[config.mk]
export PLATFORM = sky130hd
export DESIGN_NAME = dual_legacy_counter_timer
export DESIGN_NICKNAME = d
export VERILOG_FILES = /design/src/rtl/timer_pkg.sv /design/src/rtl/clock_prescaler.sv /design/src/rtl/dual_legacy_counter_timer.sv /design/src/rtl/edge_sampler.sv
export SDC_FILE = /design/constraint.sdc
export NUM_CORES = 1
export LEC_CHECK = 0
export BUFFER_PORTS_ARGS = -buffer_cell sky130_fd_sc_hd__buf_4
export CORE_UTILIZATION = 50
export DETAILED_ROUTE_END_ITERATION = 12
export PLACE_DENSITY = 0.84
export RECOVER_POWER = 100
export SLEW_MARGIN = 20
export SYNTH_ARGS = -nofsm -noshare
export SYNTH_HDL_FRONTEND = slang
export SYNTH_SLANG_ARGS = --single-unit
[constraint.sdc]
create_clock -name clk_sys -period 3.9 [get_ports clk_sys]
set_clock_uncertainty 0.15 [all_clocks]
set_input_delay 0.78 -clock clk_sys [delete_from_list [all_inputs] [get_ports clk_sys]]
set_output_delay 0.78 -clock clk_sys [all_outputs]
set_load 0.01 [all_outputs]
[src/rtl/timer_pkg.sv]
package timer_pkg;

	// ----------------------------------------------------------------
	// Register byte offsets
	// ----------------------------------------------------------------
	localparam logic [5:0] OFS_CONTROL  = 6'h00;
	localparam logic [5:0] OFS_MODE     = 6'h04;
	localparam logic [5:0] OFS_CLKSEL   = 6'h08;
	localparam logic [5:0] OFS_A_LOW    = 6'h0C;
	localparam logic [5:0] OFS_A_HIGH   = 6'h10;
	localparam logic [5:0] OFS_B_LOW    = 6'h14;
	localparam logic [5:0] OFS_B_HIGH   = 6'h18;
	localparam logic [5:0] OFS_EXTCFG   = 6'h1C;
	localparam logic [5:0] OFS_IRQEN    = 6'h20;

	// ----------------------------------------------------------------
	// Field positions
	// ----------------------------------------------------------------
	localparam int BIT_FLAG_B   = 7;
	localparam int BIT_RUN_B    = 6;
	localparam int BIT_FLAG_A   = 5;
	localparam int BIT_RUN_A    = 4;
	localparam int BIT_GATE_B   = 7;
	localparam int BIT_CSEL_B   = 6;
	localparam int POS_MODE_B   = 4;
	localparam int BIT_GATE_A   = 3;
	localparam int BIT_CSEL_A   = 2;
	localparam int POS_MODE_A   = 0;
	localparam int BIT_SYSSEL_B = 3;
	localparam int BIT_SYSSEL_A = 2;
	localparam int POS_SCALE    = 0;
	localparam int BIT_POL_A    = 0;
	localparam int BIT_POL_B    = 1;
	localparam int BIT_IEN_A    = 0;
	localparam int BIT_IEN_B    = 1;

	// ----------------------------------------------------------------
	// Reset values and encodings
	// ----------------------------------------------------------------
	localparam logic [7:0]  RST_BYTE   = 8'h00;
	localparam logic [12:0] MAX13      = 13'h1FFF;
	localparam logic [15:0] MAX16      = 16'hFFFF;
	localparam logic [7:0]  MAX8       = 8'hFF;
	localparam logic [1:0]  RESP_OKAY  = 2'h0;
	localparam logic [1:0]  RESP_SLVERR = 2'h2;

	typedef enum logic [1:0]
	{
		MODE_13BIT  = 2'b00,
		MODE_16BIT  = 2'b01,
		MODE_RELOAD = 2'b10,
		MODE_SPLIT  = 2'b11
	} mode_t;

	typedef enum logic [1:0]
	{
		SCALE_DIV12 = 2'b00,
		SCALE_DIV4  = 2'b01,
		SCALE_DIV48 = 2'b10,
		SCALE_EXT8  = 2'b11
	} scale_t;

	// ----------------------------------------------------------------
	// Prescaler divisors (terminal counts)
	// ----------------------------------------------------------------
	localparam logic [5:0] DIV12_LAST = 6'h0B;
	localparam logic [5:0] DIV4_LAST  = 6'h03;
	localparam logic [5:0] DIV48_LAST = 6'h2F;
	localparam logic [2:0] EXT8_LAST  = 3'h7;

endpackage

[src/rtl/clock_prescaler.sv]
`timescale 1ns/1ps
module clock_prescaler
(
	input  wire logic       clk_sys,
	input  wire logic       rst,
	input  wire logic [1:0] scale,
	input  wire logic       ext_rise,
	output logic            tick
);
	logic [5:0] div_ff;
	logic [2:0] ext_ff;
	logic [5:0] last;
	logic       tick_ff;

	always_comb
	begin
		case (scale)
			timer_pkg::SCALE_DIV12: last = timer_pkg::DIV12_LAST;
			timer_pkg::SCALE_DIV4:  last = timer_pkg::DIV4_LAST;
			timer_pkg::SCALE_DIV48: last = timer_pkg::DIV48_LAST;
			default:                last = timer_pkg::DIV48_LAST;
		endcase
	end

	// ----------------------------------------------------------------
	// Divider for system clock and external clock
	// ----------------------------------------------------------------
	always_ff @(posedge clk_sys or posedge rst)
	begin
		if (rst)
		begin
			div_ff  <= 6'h00;
			ext_ff  <= 3'h0;
			tick_ff <= 1'b0;
		end
		else if (scale == timer_pkg::SCALE_EXT8)
		begin
			div_ff  <= 6'h00;
			if (ext_rise)
				ext_ff <= ext_ff + 3'h1;
			tick_ff <= ext_rise && (ext_ff == timer_pkg::EXT8_LAST);
		end
		else
		begin
			ext_ff  <= 3'h0;
			div_ff  <= (div_ff >= last) ? 6'h00 : div_ff + 6'h01;
			tick_ff <= (div_ff >= last);
		end
	end

	assign tick = tick_ff;
endmodule

[src/rtl/dual_legacy_counter_timer.sv]
// Functional notes
// - 13-bit mode counts high byte plus low bits 4..0; low bits 7..5 untouched.
// - 13-bit wrap 1FFF to 0 sets overflow flag; interrupt if enabled.
// - Counter-select 1 increments on each falling edge of event pin.
// - Counter-select 0 counts system clock or prescaled clock per clock-select.
// - Event pin sampled by system clock; rates up to quarter clock.
// - Count only with run bit and gate off or gate input active.
// - Run bit never clears count; software loads start value first.
// - Timer B mirrors timer A in modes 0, 1, 2 with own bits.
// - 16-bit mode uses all sixteen bits as the count.
// - Reload mode: low byte wraps, sets flag, reloads from unchanged high byte.
// - Split mode: A low byte is 8-bit timer with A control bits.
// - Split mode: A high byte counts internal clock, runs on B run, sets B flag.
// - While A split, B counts internal only, no flag, overflow still output.
// - B mode 3 stops B; while A split B runs per mode field.
// - Each timer has own mode field; split mode only for timer A.
// - Interrupt request only when flag set and its enable bit is 1.
// - Scale 00 div12, 01 div4, 10 div48, 11 external clock div8.
// - Mode 00 13-bit, 01 16-bit, 10 reload, 11 split or B inactive.
// - Flags cleared by software or automatically on interrupt vectoring.
`timescale 1ns/1ps
module dual_legacy_counter_timer
(
	input  wire logic        clk_sys,
	input  wire logic        rst,
	input  wire logic [31:0] s_axi_awaddr,
	input  wire logic        s_axi_awvalid,
	output logic             s_axi_awready,
	input  wire logic [31:0] s_axi_wdata,
	input  wire logic [3:0]  s_axi_wstrb,
	input  wire logic        s_axi_wvalid,
	output logic             s_axi_wready,
	output logic [1:0]       s_axi_bresp,
	output logic             s_axi_bvalid,
	input  wire logic        s_axi_bready,
	input  wire logic [31:0] s_axi_araddr,
	input  wire logic        s_axi_arvalid,
	output logic             s_axi_arready,
	output logic [31:0]      s_axi_rdata,
	output logic [1:0]       s_axi_rresp,
	output logic             s_axi_rvalid,
	input  wire logic        s_axi_rready,
	input  wire logic        event_pin_a,
	input  wire logic        event_pin_b,
	input  wire logic        gate_input_a,
	input  wire logic        gate_input_b,
	input  wire logic        ext_clk,
	input  wire logic        irq_ack_a,
	input  wire logic        irq_ack_b,
	output logic             irq_req_a,
	output logic             irq_req_b,
	output logic             overflow_b_tick
);
	// ----------------------------------------------------------------
	// Registers
	// ----------------------------------------------------------------
	logic [7:0]  ctrl_ff;
	logic [7:0]  mode_ff;
	logic [7:0]  clksel_ff;
	logic [7:0]  a_low_ff;
	logic [7:0]  a_high_ff;
	logic [7:0]  b_low_ff;
	logic [7:0]  b_high_ff;
	logic [1:0]  extcfg_ff;
	logic [1:0]  irqen_ff;
	logic        awready_ff;
	logic        wready_ff;
	logic        bvalid_ff;
	logic [1:0]  bresp_ff;
	logic        arready_ff;
	logic        rvalid_ff;
	logic [1:0]  rresp_ff;
	logic [7:0]  rdata_ff;
	logic        irq_a_ff;
	logic        irq_b_ff;
	logic        ovf_b_ff;

	logic        ev_fall_a;
	logic        ev_fall_b;
	logic        ext_rise;
	logic        pre_tick;
	logic        wr_go;
	logic [5:0]  wr_ofs;
	logic [7:0]  wr_byte;
	logic [5:0]  rd_ofs;
	logic [1:0]  mode_a;
	logic [1:0]  mode_b;
	logic        split;
	logic        en_a;
	logic        en_b;
	logic        en_ah;
	logic        tick_a;
	logic        tick_b;
	logic        tick_ah;
	logic [16:0] step_a;
	logic [16:0] step_b;
	logic [8:0]  step_ah;
	logic        set_flag_a;
	logic        set_flag_b;
	logic        ovf_b;

	// ----------------------------------------------------------------
	// Count step: returns {overflow, high, low}
	// ----------------------------------------------------------------
	function automatic logic [16:0] count_step(input logic [1:0] m, input logic [7:0] lo,
		input logic [7:0] hi);
		logic [12:0] c13;
		logic [15:0] c16;
		c13 = {hi, lo[4:0]};
		c16 = {hi, lo};
		case (m)
			timer_pkg::MODE_13BIT:
			begin
				c13 = c13 + 13'h0001;
				count_step = {({hi, lo[4:0]} == timer_pkg::MAX13), c13[12:5], lo[7:5],
					c13[4:0]};
			end
			timer_pkg::MODE_16BIT:
			begin
				c16 = c16 + 16'h0001;
				count_step = {({hi, lo} == timer_pkg::MAX16), c16};
			end
			timer_pkg::MODE_RELOAD:
				count_step = (lo == timer_pkg::MAX8) ? {1'b1, hi, hi}
					: {1'b0, hi, lo + 8'h01};
			default:
				count_step = {(lo == timer_pkg::MAX8), hi, lo + 8'h01};
		endcase
	endfunction

	// ----------------------------------------------------------------
	// Pin sampling and prescaler
	// ----------------------------------------------------------------
	edge_sampler u_ev_a
	(
		.clk_sys (clk_sys),
		.rst     (rst),
		.pin     (event_pin_a),
		.fall    (ev_fall_a),
		.rise    ()
	);

	edge_sampler u_ev_b
	(
		.clk_sys (clk_sys),
		.rst     (rst),
		.pin     (event_pin_b),
		.fall    (ev_fall_b),
		.rise    ()
	);

	edge_sampler u_ext
	(
		.clk_sys (clk_sys),
		.rst     (rst),
		.pin     (ext_clk),
		.fall    (),
		.rise    (ext_rise)
	);

	clock_prescaler u_pre
	(
		.clk_sys  (clk_sys),
		.rst      (rst),
		.scale    (clksel_ff[timer_pkg::POS_SCALE +: 2]),
		.ext_rise (ext_rise),
		.tick     (pre_tick)
	);

	// ----------------------------------------------------------------
	// Count enables and sources
	// ----------------------------------------------------------------
	assign mode_a = mode_ff[timer_pkg::POS_MODE_A +: 2];
	assign mode_b = mode_ff[timer_pkg::POS_MODE_B +: 2];
	assign split  = (mode_a == timer_pkg::MODE_SPLIT);

	assign en_a = ctrl_ff[timer_pkg::BIT_RUN_A] & (~mode_ff[timer_pkg::BIT_GATE_A]
		| (gate_input_a == extcfg_ff[timer_pkg::BIT_POL_A]));
	assign en_b = (mode_b != timer_pkg::MODE_SPLIT) & (split
		| (ctrl_ff[timer_pkg::BIT_RUN_B] & (~mode_ff[timer_pkg::BIT_GATE_B]
		| (gate_input_b == extcfg_ff[timer_pkg::BIT_POL_B]))));
	assign en_ah = split & ctrl_ff[timer_pkg::BIT_RUN_B];

	assign tick_a = mode_ff[timer_pkg::BIT_CSEL_A] ? ev_fall_a
		: (clksel_ff[timer_pkg::BIT_SYSSEL_A] | pre_tick);
	assign tick_b = (mode_ff[timer_pkg::BIT_CSEL_B] & ~split) ? ev_fall_b
		: (clksel_ff[timer_pkg::BIT_SYSSEL_B] | pre_tick);
	assign tick_ah = clksel_ff[timer_pkg::BIT_SYSSEL_A] | pre_tick;

	assign step_a  = count_step(mode_a, a_low_ff, a_high_ff);
	assign step_b  = count_step(mode_b, b_low_ff, b_high_ff);
	assign step_ah = {(a_high_ff == timer_pkg::MAX8), a_high_ff + 8'h01};

	assign ovf_b      = en_b & tick_b & step_b[16];
	assign set_flag_a = en_a & tick_a & step_a[16];
	assign set_flag_b = split ? (en_ah & tick_ah & step_ah[8]) : ovf_b;

	// ----------------------------------------------------------------
	// Bus decode
	// ----------------------------------------------------------------
	assign wr_go   = s_axi_awvalid & s_axi_wvalid & ~awready_ff & ~bvalid_ff;
	// Refused addresses map to an offset that matches no register
	assign wr_ofs  = known(s_axi_awaddr) ? s_axi_awaddr[5:0] : 6'h3F;
	assign wr_byte = s_axi_wdata[7:0];
	assign rd_ofs  = known(s_axi_araddr) ? s_axi_araddr[5:0] : 6'h3F;

	function automatic logic known(input logic [31:0] addr);
		known = (addr[31:6] == 26'h0000000) && (addr[1:0] == 2'b00)
			&& (addr[5:0] <= timer_pkg::OFS_IRQEN);
	endfunction

	function automatic logic wr_hit(input logic go, input logic [3:0] strb,
		input logic [5:0] ofs, input logic [5:0] target);
		wr_hit = go & strb[0] & (ofs == target);
	endfunction

	// ----------------------------------------------------------------
	// Write channel
	// ----------------------------------------------------------------
	always_ff @(posedge clk_sys or posedge rst)
	begin
		if (rst)
		begin
			awready_ff <= 1'b0;
			wready_ff  <= 1'b0;
			bvalid_ff  <= 1'b0;
			bresp_ff   <= timer_pkg::RESP_OKAY;
		end
		else
		begin
			awready_ff <= wr_go;
			wready_ff  <= wr_go;
			if (wr_go)
			begin
				bvalid_ff <= 1'b1;
				bresp_ff  <= known(s_axi_awaddr) ? timer_pkg::RESP_OKAY
					: timer_pkg::RESP_SLVERR;
			end
			else if (s_axi_bready)
				bvalid_ff <= 1'b0;
		end
	end

	// ----------------------------------------------------------------
	// Read channel
	// ----------------------------------------------------------------
	always_ff @(posedge clk_sys or posedge rst)
	begin
		if (rst)
		begin
			arready_ff <= 1'b0;
			rvalid_ff  <= 1'b0;
			rresp_ff   <= timer_pkg::RESP_OKAY;
			rdata_ff   <= timer_pkg::RST_BYTE;
		end
		else
		begin
			arready_ff <= s_axi_arvalid & ~arready_ff & ~rvalid_ff;
			if (s_axi_arvalid & ~arready_ff & ~rvalid_ff)
			begin
				rvalid_ff <= 1'b1;
				rresp_ff  <= known(s_axi_araddr) ? timer_pkg::RESP_OKAY
					: timer_pkg::RESP_SLVERR;
				case (rd_ofs)
					timer_pkg::OFS_CONTROL: rdata_ff <= ctrl_ff;
					timer_pkg::OFS_MODE:    rdata_ff <= mode_ff;
					timer_pkg::OFS_CLKSEL:  rdata_ff <= clksel_ff;
					timer_pkg::OFS_A_LOW:   rdata_ff <= a_low_ff;
					timer_pkg::OFS_A_HIGH:  rdata_ff <= a_high_ff;
					timer_pkg::OFS_B_LOW:   rdata_ff <= b_low_ff;
					timer_pkg::OFS_B_HIGH:  rdata_ff <= b_high_ff;
					timer_pkg::OFS_EXTCFG:  rdata_ff <= {6'h00, extcfg_ff};
					timer_pkg::OFS_IRQEN:   rdata_ff <= {6'h00, irqen_ff};
					default:                rdata_ff <= timer_pkg::RST_BYTE;
				endcase
			end
			else if (s_axi_rready)
				rvalid_ff <= 1'b0;
		end
	end

	// ----------------------------------------------------------------
	// Configuration registers
	// ----------------------------------------------------------------
	always_ff @(posedge clk_sys or posedge rst)
	begin
		if (rst)
		begin
			mode_ff   <= timer_pkg::RST_BYTE;
			clksel_ff <= timer_pkg::RST_BYTE;
			extcfg_ff <= 2'b00;
			irqen_ff  <= 2'b00;
		end
		else
		begin
			if (wr_hit(wr_go, s_axi_wstrb, wr_ofs, timer_pkg::OFS_MODE))
				mode_ff <= wr_byte;
			if (wr_hit(wr_go, s_axi_wstrb, wr_ofs, timer_pkg::OFS_CLKSEL))
				clksel_ff <= {4'h0, wr_byte[3:0]};
			if (wr_hit(wr_go, s_axi_wstrb, wr_ofs, timer_pkg::OFS_EXTCFG))
				extcfg_ff <= wr_byte[1:0];
			if (wr_hit(wr_go, s_axi_wstrb, wr_ofs, timer_pkg::OFS_IRQEN))
				irqen_ff <= wr_byte[1:0];
		end
	end

	// ----------------------------------------------------------------
	// Control register: run bits and sticky flags
	// ----------------------------------------------------------------
	always_ff @(posedge clk_sys or posedge rst)
	begin
		if (rst)
			ctrl_ff <= timer_pkg::RST_BYTE;
		else
		begin
			if (wr_hit(wr_go, s_axi_wstrb, wr_ofs, timer_pkg::OFS_CONTROL))
				ctrl_ff <= {wr_byte[7:4], 4'h0};
			else
			begin
				if (irq_ack_a)
					ctrl_ff[timer_pkg::BIT_FLAG_A] <= 1'b0;
				if (irq_ack_b)
					ctrl_ff[timer_pkg::BIT_FLAG_B] <= 1'b0;
			end
			if (set_flag_a)
				ctrl_ff[timer_pkg::BIT_FLAG_A] <= 1'b1;
			if (set_flag_b)
				ctrl_ff[timer_pkg::BIT_FLAG_B] <= 1'b1;
		end
	end

	// ----------------------------------------------------------------
	// Timer A bytes
	// ----------------------------------------------------------------
	always_ff @(posedge clk_sys or posedge rst)
	begin
		if (rst)
		begin
			a_low_ff  <= timer_pkg::RST_BYTE;
			a_high_ff <= timer_pkg::RST_BYTE;
		end
		else
		begin
			if (wr_hit(wr_go, s_axi_wstrb, wr_ofs, timer_pkg::OFS_A_LOW))
				a_low_ff <= wr_byte;
			else if (en_a & tick_a)
				a_low_ff <= step_a[7:0];
			if (wr_hit(wr_go, s_axi_wstrb, wr_ofs, timer_pkg::OFS_A_HIGH))
				a_high_ff <= wr_byte;
			else if (split)
			begin
				if (en_ah & tick_ah)
					a_high_ff <= step_ah[7:0];
			end
			else if (en_a & tick_a)
				a_high_ff <= step_a[15:8];
		end
	end

	// ----------------------------------------------------------------
	// Timer B bytes
	// ----------------------------------------------------------------
	always_ff @(posedge clk_sys or posedge rst)
	begin
		if (rst)
		begin
			b_low_ff  <= timer_pkg::RST_BYTE;
			b_high_ff <= timer_pkg::RST_BYTE;
		end
		else
		begin
			if (wr_hit(wr_go, s_axi_wstrb, wr_ofs, timer_pkg::OFS_B_LOW))
				b_low_ff <= wr_byte;
			else if (en_b & tick_b)
				b_low_ff <= step_b[7:0];
			if (wr_hit(wr_go, s_axi_wstrb, wr_ofs, timer_pkg::OFS_B_HIGH))
				b_high_ff <= wr_byte;
			else if (en_b & tick_b)
				b_high_ff <= step_b[15:8];
		end
	end

	// ----------------------------------------------------------------
	// Interrupt requests and overflow output
	// ----------------------------------------------------------------
	always_ff @(posedge clk_sys or posedge rst)
	begin
		if (rst)
		begin
			irq_a_ff <= 1'b0;
			irq_b_ff <= 1'b0;
			ovf_b_ff <= 1'b0;
		end
		else
		begin
			irq_a_ff <= ctrl_ff[timer_pkg::BIT_FLAG_A] & irqen_ff[timer_pkg::BIT_IEN_A];
			irq_b_ff <= ctrl_ff[timer_pkg::BIT_FLAG_B] & irqen_ff[timer_pkg::BIT_IEN_B];
			ovf_b_ff <= ovf_b;
		end
	end

	assign s_axi_awready   = awready_ff;
	assign s_axi_wready    = wready_ff;
	assign s_axi_bvalid    = bvalid_ff;
	assign s_axi_bresp     = bresp_ff;
	assign s_axi_arready   = arready_ff;
	assign s_axi_rvalid    = rvalid_ff;
	assign s_axi_rresp     = rresp_ff;
	assign s_axi_rdata     = {24'h000000, rdata_ff};
	assign irq_req_a       = irq_a_ff;
	assign irq_req_b       = irq_b_ff;
	assign overflow_b_tick = ovf_b_ff;
endmodule

[src/rtl/edge_sampler.sv]
`timescale 1ns/1ps
module edge_sampler
(
	input  wire logic clk_sys,
	input  wire logic rst,
	input  wire logic pin,
	output logic      fall,
	output logic      rise
);
	logic sample_ff;
	logic prev_ff;

	// ----------------------------------------------------------------
	// Pin sampled each system clock, edges from two samples
	// ----------------------------------------------------------------
	always_ff @(posedge clk_sys or posedge rst)
	begin
		if (rst)
		begin
			sample_ff <= 1'b1;
			prev_ff   <= 1'b1;
		end
		else
		begin
			sample_ff <= pin;
			prev_ff   <= sample_ff;
		end
	end

	assign fall = prev_ff & ~sample_ff;
	assign rise = ~prev_ff & sample_ff;
endmodule

==> PnR_summary.wiki, run 1 <==
{| class="wikitable"
! Metric !! Value
|-
| Run status || finished, violations left
|-
| Violated checks || capacitance limit, slew limit
|-
| Ys async rst share || 100.0%
|-
| Total number of nets in the final design || 835
|-
| Reg-to-reg endpoint || b_low_ff[3]
|-
| Sequential share of the synthesized area || 37.59%
|-
| DR vias/cell || 6.260
|-
| Clock transition at path regs || about 0.07 ns
|-
| WP data required || 3.99 ns
|-
| # Post-CTS Setup Buffers || 0
|-
| Crit path top cell by count || mux2_2
|-
| Global-route wire length before repair || around 27,000 µm
|-
| Cell Count Post-Placement || 841
|-
| Post-layout min period || 3.035 ns
|-
| Detailed Routing Iterations Pass 1 || 5
|-
| Total Die Area || 11,790 µm²
|-
| Cell area reported after detailed placement || approximately 6400 µm²
|-
| Estimated wirelength of the detail-placed design || 12,410 µm
|-
| Last weighted congestion value of the routability-driven placer || 0.9375
|-
| Hold-fix buffers at CTS || 0
|-
| Part of the power in combinational logic || 9.1%
|-
| Layout cells sized above 1 || 21.06%
|-
| Total of max-cap violations || 1
|-
| Sink Count || 85
|-
| Switching pwr || 0.5070 mW
|-
| Reg2reg setup slack || slightly below 0.9 ns
|-
| Maximum fanout along the worst path || 13
|-
| Total length of routed wires || 16,810 µm
|-
| Fin. max-slew vios || 33
|-
| Final-layout setup total negative slack || 0 ns
|-
| Syn Std Cell Area || 5679 µm²
|-
| Worst reg2reg path startpoint || mode_ff[1]
|-
| Leading cell type in the layout, fill and taps excluded || buf_4
|-
| Worst slack at placement || ~0.84 ns
|-
| Worst min-delay path endpoint || u_ev_b.prev_ff
|-
| Synth Instances || 622
|-
| Final WS setup || between 0.8 and 0.9 ns
|-
| Antenna violations before repair || 0
|-
| Overall die width || 108.6 µm
|-
| Final setup violation count || 0
|-
| Syn Area/Cell || 9.131 µm²
|-
| P_int || 1.559 mW
|-
| Critical-path cell with the highest stage delay || dfrtp_1
|-
| Area of all placed cells without fillers || 6644 µm²
|-
| Final global-route overflow total || 0
|-
| RSZ-0062 raised after global routing || no
|-
| Area added between synthesis and finish || 16.99%
|-
| Standard cell core area || between 10,000 and 15,000 µm²
|-
| Warnings from Yosys || 0
|-
| Hold crit path type || reg -> reg
|-
| Total GRT Usage || 30.15%
|-
| Post-cts sizing count || 0
|-
| Clock root buffer || clkbuf_16
|-
| Switching share of total power || 24.55%
|-
| Leakage || 2.858 nW
|-
| Maximum clock frequency || about 0.33 GHz
|-
| TritonCTS clock tree || built
|-
| Num rows || 38
|-
| Most instantiated flip-flop cell in the synthesis netlist || dfrtp_1
|-
| Final antenna-violating net count || 0
|-
| Fin cells || between 800 and 900
|-
| Initial Util || 51.93%
|-
| Distinct cell type count after synthesis || 73
|-
| Maximum number of pins on one net before global-route repair || 33
|-
| PortBufs || 104
|-
| Maximum count of clock buffers along a single path || 2
|-
| Relative max-transition margin || -4.104%
|-
| Highest-count cells in the layout ignoring fill and taps || buf_4, dfrtp_1, nand2_1
|-
| Max stage delay on crit path || 0.65 ns
|-
| DRT iter0 DRCs || 344
|-
| Number of H-tree levels || 3
|-
| Via count || around 5,400
|-
| Share of power burned in registers || 44.4%
|-
| IR drop worst, VDD || 0.0003555 V
|-
| Chip height || 108.6 µm
|-
| Drt wl/cell || 19.62 µm
|-
| Number of cells traversed by the worst hold path || 0
|-
| Number of global-route vias before repair || 5,292
|-
| Classification of the worst setup path || reg -> reg
|-
| Worst-case reg-to-reg path depth || 6
|-
| # diodes || 0
|-
| Number of top-level pins || about 160
|-
| Transition time of the tightest slew-check pin || 1.553 ns
|-
| Worst Path Arrival || 3.12 ns
|-
| Crit path capture type || flop
|-
| Startpoint type of the worst setup path || flop
|-
| Clock buffers created by TritonCTS || 9
|-
| Clock latency reported for the late side of the worst-skew pair || 0.35 ns
|-
| Clock power frac || between 40% and 50%
|-
| Post-synth EDFFs || 0
|-
| Final worst hold slack || 0.2142 ns
|-
| DRC violation count after routing || 0
|-
| Register bit total from synthesis || 85
|-
| Power density over cell area || roughly 310 nW/µm²
|-
| Final cycle utilization of the critical path || 77.81%
|-
| Cells traversed along the worst timing path || inv_1 > nor2_1 > o21ai_2 > a21oi_1 > mux2_2 > mux2_2
|-
| Final hold vios || 0
|-
| Min-Delay Startpoint || u_ev_b.sample_ff
|}
layout make-up:
type	instances	area, µm²
fill	950	4292
clock buffer	9	225.2
inverter	21	80.08
timing repair buffer	110	743.2
tap	140	175.2
clock inverter	7	102.6
sequential	85	2135
multi-input combinational	485	3183
worst max-delay path: cells and delay by family (launching register included):
kind	cells	cell delay (ns)
buffers and inverters	1	0.31
AO/OA/AOI/OAI	2	0.85
AND/OR/NAND/NOR	1	0.30
flip-flops	1	0.65
multiplexers	2	0.65
routing by layer:
layer / GRT usage, % / routed length (µm) / vias up
li1: - / - / 2431
met4: 10.42 / 397 / 0
met5: 0 / 0 / -
met1: 37.73 / 6595 / 2597
met2: 51.90 / 8373 / 287
met3: 5.726 / 1445 / 50
Yosys cell counts, types with 8 or more instances:
library cell | n | share of area, %
o21ai_0 | 29 | 2.6
inv_1 | 20 | 1.3
o211ai_1 | 15 | 2.0
nor3_1 | 18 | 1.6
nor2_1 | 52 | 3.4
nand2_1 | 64 | 4.2
nor4_1 | 17 | 1.9
clkbuf_1 | 14 | 0.93
a21oi_1 | 28 | 2.5
xor2_1 | 11 | 1.7
xnor2_1 | 11 | 1.7
o2111ai_1 | 8 | 1.2
buf_2 | 8 | 0.71
a31oi_1 | 8 | 0.88
dfrtp_1 | 79 | 35
nand4_1 | 13 | 1.4
mux2_2 | 26 | 5.2
buf_4 | 32 | 4.2
ha_1 | 9 | 2.0
nand3_1 | 23 | 2.0
mux2i_1 | 12 | 2.1
power by group through the flow:
stage                     Sequential [mW]  Combinational (mW)  Clock (mW)
after detailed placement            0.935               0.195           0
after floorplan                     0.934              0.0996           0
final                               0.918               0.188       0.959
after global routing                0.920               0.208       0.995
after CTS                           0.919               0.196       0.966
after global placement              0.932               0.190           0
flip-flops by register name, indices dropped and copies added, names as in the netlist, 3 cells and up:
register,count
a_low_ff,8
ctrl_ff,4
clksel_ff,4
rdata_ff,8
u_pre.div_ff,6
mode_ff,8
u_pre.ext_ff,3
a_high_ff,8
b_high_ff,8
b_low_ff,8
through the flow:
step                      power, mW  util [%]
after floorplan               1.033         -
after global placement        1.122     58.71
after detailed placement      1.130     58.71
after CTS                     2.080     61.70
after global routing          2.123     60.76
final                         2.066     60.76
worst max-delay path by stage:
stage	start	end	slack (ns)
global placement	s_axi_awaddr[7]	a_high_ff[7]	0.83
finish	mode_ff[1]	b_low_ff[3]	0.87
global route	rst	mode_ff[4]	0.71
detailed placement	s_axi_awaddr[7]	a_high_ff[7]	0.84
floorplan	rst	a_high_ff[0]	0.79
CTS	s_axi_awaddr[7]	a_high_ff[7]	1.17
cells by family (layout without fill, tap and decap cells):
logic type	after synthesis	count (layout)	synth area share, %
AND/OR/NAND/NOR	239	239	22.34
AO/OA/AOI/OAI	145	145	17.34
flip-flops	85	85	37.59
buffers and inverters	77	147	7.645
multiplexers	44	44	9.650
XOR/XNOR	22	22	3.393
adder cells (fa/ha/maj)	9	9	1.983
other	1	26	0.06603
No activity file was read; power rests on OpenSTA's default activity.
==> run 2: changes to the inputs <==
- ABC_AREA: unset -> 1
- PLACE_DENSITY: 0.84 -> 0.83
- clock period: 3.9 -> 3 ns (I/O delays scaled with it)
==> run 2 against run 1 <==
  * The run now ends clean
  * Sequential share of layout area shrank 2.8 points
  * Global-route usage shrank 1.5 points
  * Via count grew 27%
  * Wire length grew 9.4%
  * Flip-flop and latch count is the same
  * Cell count grew 43%
  * Power grew 24%
  * Final area grew 9.7%
  * Setup slack lost 0.42 ns
  * Synthesized cell count grew 53%
  * Register-to-register slack lost 0.41 ns
  * Hold slack lost 0.071 ns
  * Critical path type is now in -> reg
  * Critical endpoint is now b_high_ff[5]
==> PnR_summary.wiki, run 2 <==
{| class="wikitable"
! Metric !! Value
|-
| Crit path top cell by count || nand2_1
|-
| Worst Path Arrival || 2.64 ns (-0.48 ns)
|-
| RSZ-0062 raised after global routing || no
|-
| Top cell types by occurrence after synthesis || nand2_1, nand3_1, nor2_1
|-
| Standard cell core area || 12,110 µm² (+11%)
|-
| Post-Synth XOR/XNOR Area || 1.534% (-1.9 points)
|-
| Fin. max-slew vios || 0 (-100%)
|-
| Startpoint type of the worst setup path || primary input
|-
| Fraction of the mapped netlist area in adder cells || 1.793% (-0.19 points)
|-
| Relative max-transition margin || 29.53% (+34 points)
|-
| Synth Instances || 949 (+53%)
|-
| Post-synth EDFFs || 0 (unchanged)
|-
| Power density over cell area || 351.4 nW/µm² (+13%)
|-
| Clock transition at path regs || 0.07 ns (about the same)
|-
| Ys async rst share || 100.0% (unchanged)
|-
| Share of synthesized area spent on multiplexers || 0% (-9.6 points)
|-
| Leading cell types by total area after synthesis || dfrtp_1, nand2_1, nand3_1
|-
| Sink Count || 85 (unchanged)
|-
| Final-layout setup total negative slack || 0 ns (unchanged)
|-
| Chip height || 114.1 µm (+5.1%)
|-
| Number of global-route vias before repair || 6,065 (+15%)
|-
| Overall die width || 114.1 µm (+5.1%)
|-
| Total length of routed wires || 18,400 µm (+9.4%)
|-
| Layout cells sized above 1 || 13.19% (-7.9 points)
|-
| TritonCTS clock tree || built
|-
| Number of H-tree levels || 3 (unchanged)
|-
| PortBufs || 104 (unchanged)
|-
| Leakage || 3.688 nW (+29%)
|-
| Cell with the most instances after synthesis || nand2_1
|-
| Total number of nets in the final design || 1,172 (+40%)
|-
| WP data required || 3.08 ns (-0.91 ns)
|-
| Crit path capture type || flop
|-
| Cells traversed along the worst timing path || clkbuf_4 > nor4_1 > nand3_1 > nor2_8 > nand3_1 > inv_1 > nand2_1 > nand2_1 > inv_2 > nand2_1 > nand2_1
|-
| Critical-path cell with the highest stage delay || nor4_1
|-
| DRC violation count after routing || 0 (unchanged)
|-
| Fill cell total of the finished layout || 1,179 (+24%)
|-
| Maximum count of clock buffers along a single path || 2 (unchanged)
|-
| Final hold vios || 0 (unchanged)
|-
| Drt wl/cell || 15.06 µm (-23%)
|-
| Maximum clock frequency || 0.3915 GHz
|-
| Final cycle utilization of the critical path || between 80% and 90%
|-
| DR vias/cell || 5.583 (-11%)
|-
| Reg2reg setup slack || 0.46 ns (-0.41 ns)
|-
| Leading cell type in the layout, fill and taps excluded || nand2_1
|-
| Maximum fanout along the worst path || 12 (-1)
|-
| IR drop worst, VDD || 0.0002435 V (-32%)
|-
| Maximum number of pins on one net before global-route repair || 44 (+33%)
|-
| Classification of the worst setup path || in -> reg
|-
| Detailed Routing Iterations Pass 1 || 7 (+2)
|-
| Via count || 6,822 (+27%)
|-
| Run status || complete, no violations
|-
| Flip-flop and latch area || 2135 µm² (unchanged)
|-
| Syn Area/Cell || 6.617 µm² (-28%)
|-
| Antenna violations before repair || 0 (unchanged)
|-
| Post-synthesis simple-gate area fraction || 40.61% (+18 points)
|-
| Warnings from Yosys || 0 (unchanged)
|-
| Biggest area consumer among synthesized cells || dfrtp_1
|-
| Worst-case reg-to-reg path depth || 10 (+4)
|-
| Post-synth top area share || 31.48% (-3.3 points)
|-
| Area added between synthesis and finish || 16.02%
|-
| Compound-gate portion of the synthesized area || 10.64% (-6.7 points)
|-
| Final setup violation count || 0 (unchanged)
|-
| Estimated wirelength of the detail-placed design || 13,960 µm (+12%)
|-
| Hold crit path type || in -> async
|-
| Critical path startpoint || s_axi_awaddr[17]
|-
| Highest-count cells in the layout ignoring fill and taps || nand2_1, nand3_1, nor2_1
|-
| Reg-to-reg endpoint || a_low_ff[3]
|-
| Combinational family with the most area after synthesis || simple AND/OR/NAND/NOR gates
|-
| Post-layout power || 2.560 mW (+24%)
|-
| Combined area of the multi-input logic cells || 3467 µm² (+8.9%)
|-
| Total GRT Usage || 28.66% (-1.5 points)
|-
| Clock buffers created by TritonCTS || 9 (unchanged)
|-
| Total of max-cap violations || 0 (-1)
|-
| Syn Std Cell Area || 6280 µm² (+11%)
|-
| Total Die Area || 13,010 µm² (+10%)
|-
| Distinct cell type count after synthesis || 45 (-38%)
|-
| DRT iter0 DRCs || 859 (+150%)
|-
| Most instantiated flip-flop cell in the synthesis netlist || dfrtp_1
|-
| Sequential share of the synthesized area || 33.99% (-3.6 points)
|-
| Fin cells || 1,222 (+43%)
|-
| Cell Count Post-Placement || 1,206 (+43%)
|-
| Final global-route overflow total || 0 (unchanged)
|-
| Number of top-level pins || 158 (unchanged)
|-
| Max stage delay on crit path || 0.31 ns (-0.34 ns)
|-
| Num rows || 40 (+5.3%)
|-
| Clock root buffer || clkbuf_16
|-
| Register bit total from synthesis || 85 (unchanged)
|-
| Post-cts sizing count || 0 (unchanged)
|-
| Transition time of the tightest slew-check pin || 1.057 ns (-0.4959 ns)
|-
| # diodes || 0 (unchanged)
|-
| Post-layout min period || 2.555 ns
|-
| Initial Util || 51.85% (-0.084 points)
|-
| # Post-CTS Setup Buffers || 0 (unchanged)
|-
| Last weighted congestion value of the routability-driven placer || 0.9861 (+5.2%)
|-
| Global-route wire length before repair || 29,160 µm (+8.0%)
|-
| Worst reg2reg path startpoint || a_low_ff[0]
|-
| Hold-fix buffers at CTS || 0 (unchanged)
|-
| Clock latency reported for the late side of the worst-skew pair || 0.35 ns (about the same)
|-
| Final antenna-violating net count || 0 (unchanged)
|}
[run 2: cell types whose count changed in the layout (fill, tap and decap cells not counted), moves of 26 or more]
cell     delta
o21ai_0    +35
nor2_1     +61
inv_1      +83
nand3_1   +115
mux2_2     -26
nand2_1   +202
[run 2: layer usage]
| metal | GRT usage, % | vias up | part of all wire (%) |
|---|---|---|---|
| met2 | 46.51 | 442 | 45 |
| met5 | 0 | - | 0 |
| met3 | 4.606 | 50 | 11 |
| li1 | - | 3244 | - |
| met1 | 38.28 | 3086 | 41 |
| met4 | 11.60 | 0 | 2.9 |
[run 2: worst max-delay path, delay by kind of cell]
kind / cells / cell delay, ns
and+or+nand+nor: 8 / 1.50
buffers and inverters: 3 / 0.53
[run 2: worst max-delay path by stage]
stage / slack (ns) / cells past startpoint / endpoint
after global routing: 0.21 / 11 / b_high_ff[5]
final: 0.45 / 11 / b_high_ff[5]
after CTS: 0.64 / 9 / a_low_ff[0]
after detailed placement: 0.29 / 9 / a_low_ff[0]
after floorplan: 0.07 / 1 / a_high_ff[0]
after global placement: 0.34 / 9 / a_low_ff[0]
[run 2: power by group]
part           internal [mW]  switching (mW)  leakage, nW  total, mW
Clock                  0.674           0.497        0.149       1.17
Sequential              1.16         0.00848         1.14       1.17
Combinational         0.0932           0.123         2.40      0.216
[run 2: cell families (layout without fill, tap and decap cells)]
logic type | count (synthesis) | count (layout)
buffers and inverters | 154 | 234
DFF | 85 | 85
other | 1 | 26
AOI/OAI and AO/OA | 116 | 116
and+or+nand+nor | 573 | 573
adders and majority gates | 9 | 9
xor gates and xnor gates | 11 | 11
[run 2: final cells by class]
| cell class | instances | area share [%] |
|---|---|---|
| repair buffers | 112 | 10.53 |
| clock buffers | 10 | 3.280 |
| flip-flops and latches | 85 | 29.30 |
| inverters | 106 | 5.478 |
| well taps | 168 | 2.885 |
| clock inverters | 6 | 0.9445 |
| multi-input cells | 735 | 47.59 |
[run 2: per-stage QoR]
stage	util, %	hold WS [ns]	setup WS (ns)	area, µm²
final	60.16	0.1427	0.4454	7286
after global routing	60.16	0.1970	0.2058	7286
after CTS	61.34	0.03452	0.6391	7430
after detailed placement	58.80	0.2054	0.2899	7122
after global placement	58.80	0.2043	0.3358	7122
after floorplan	-	0.2006	0.06643	6374
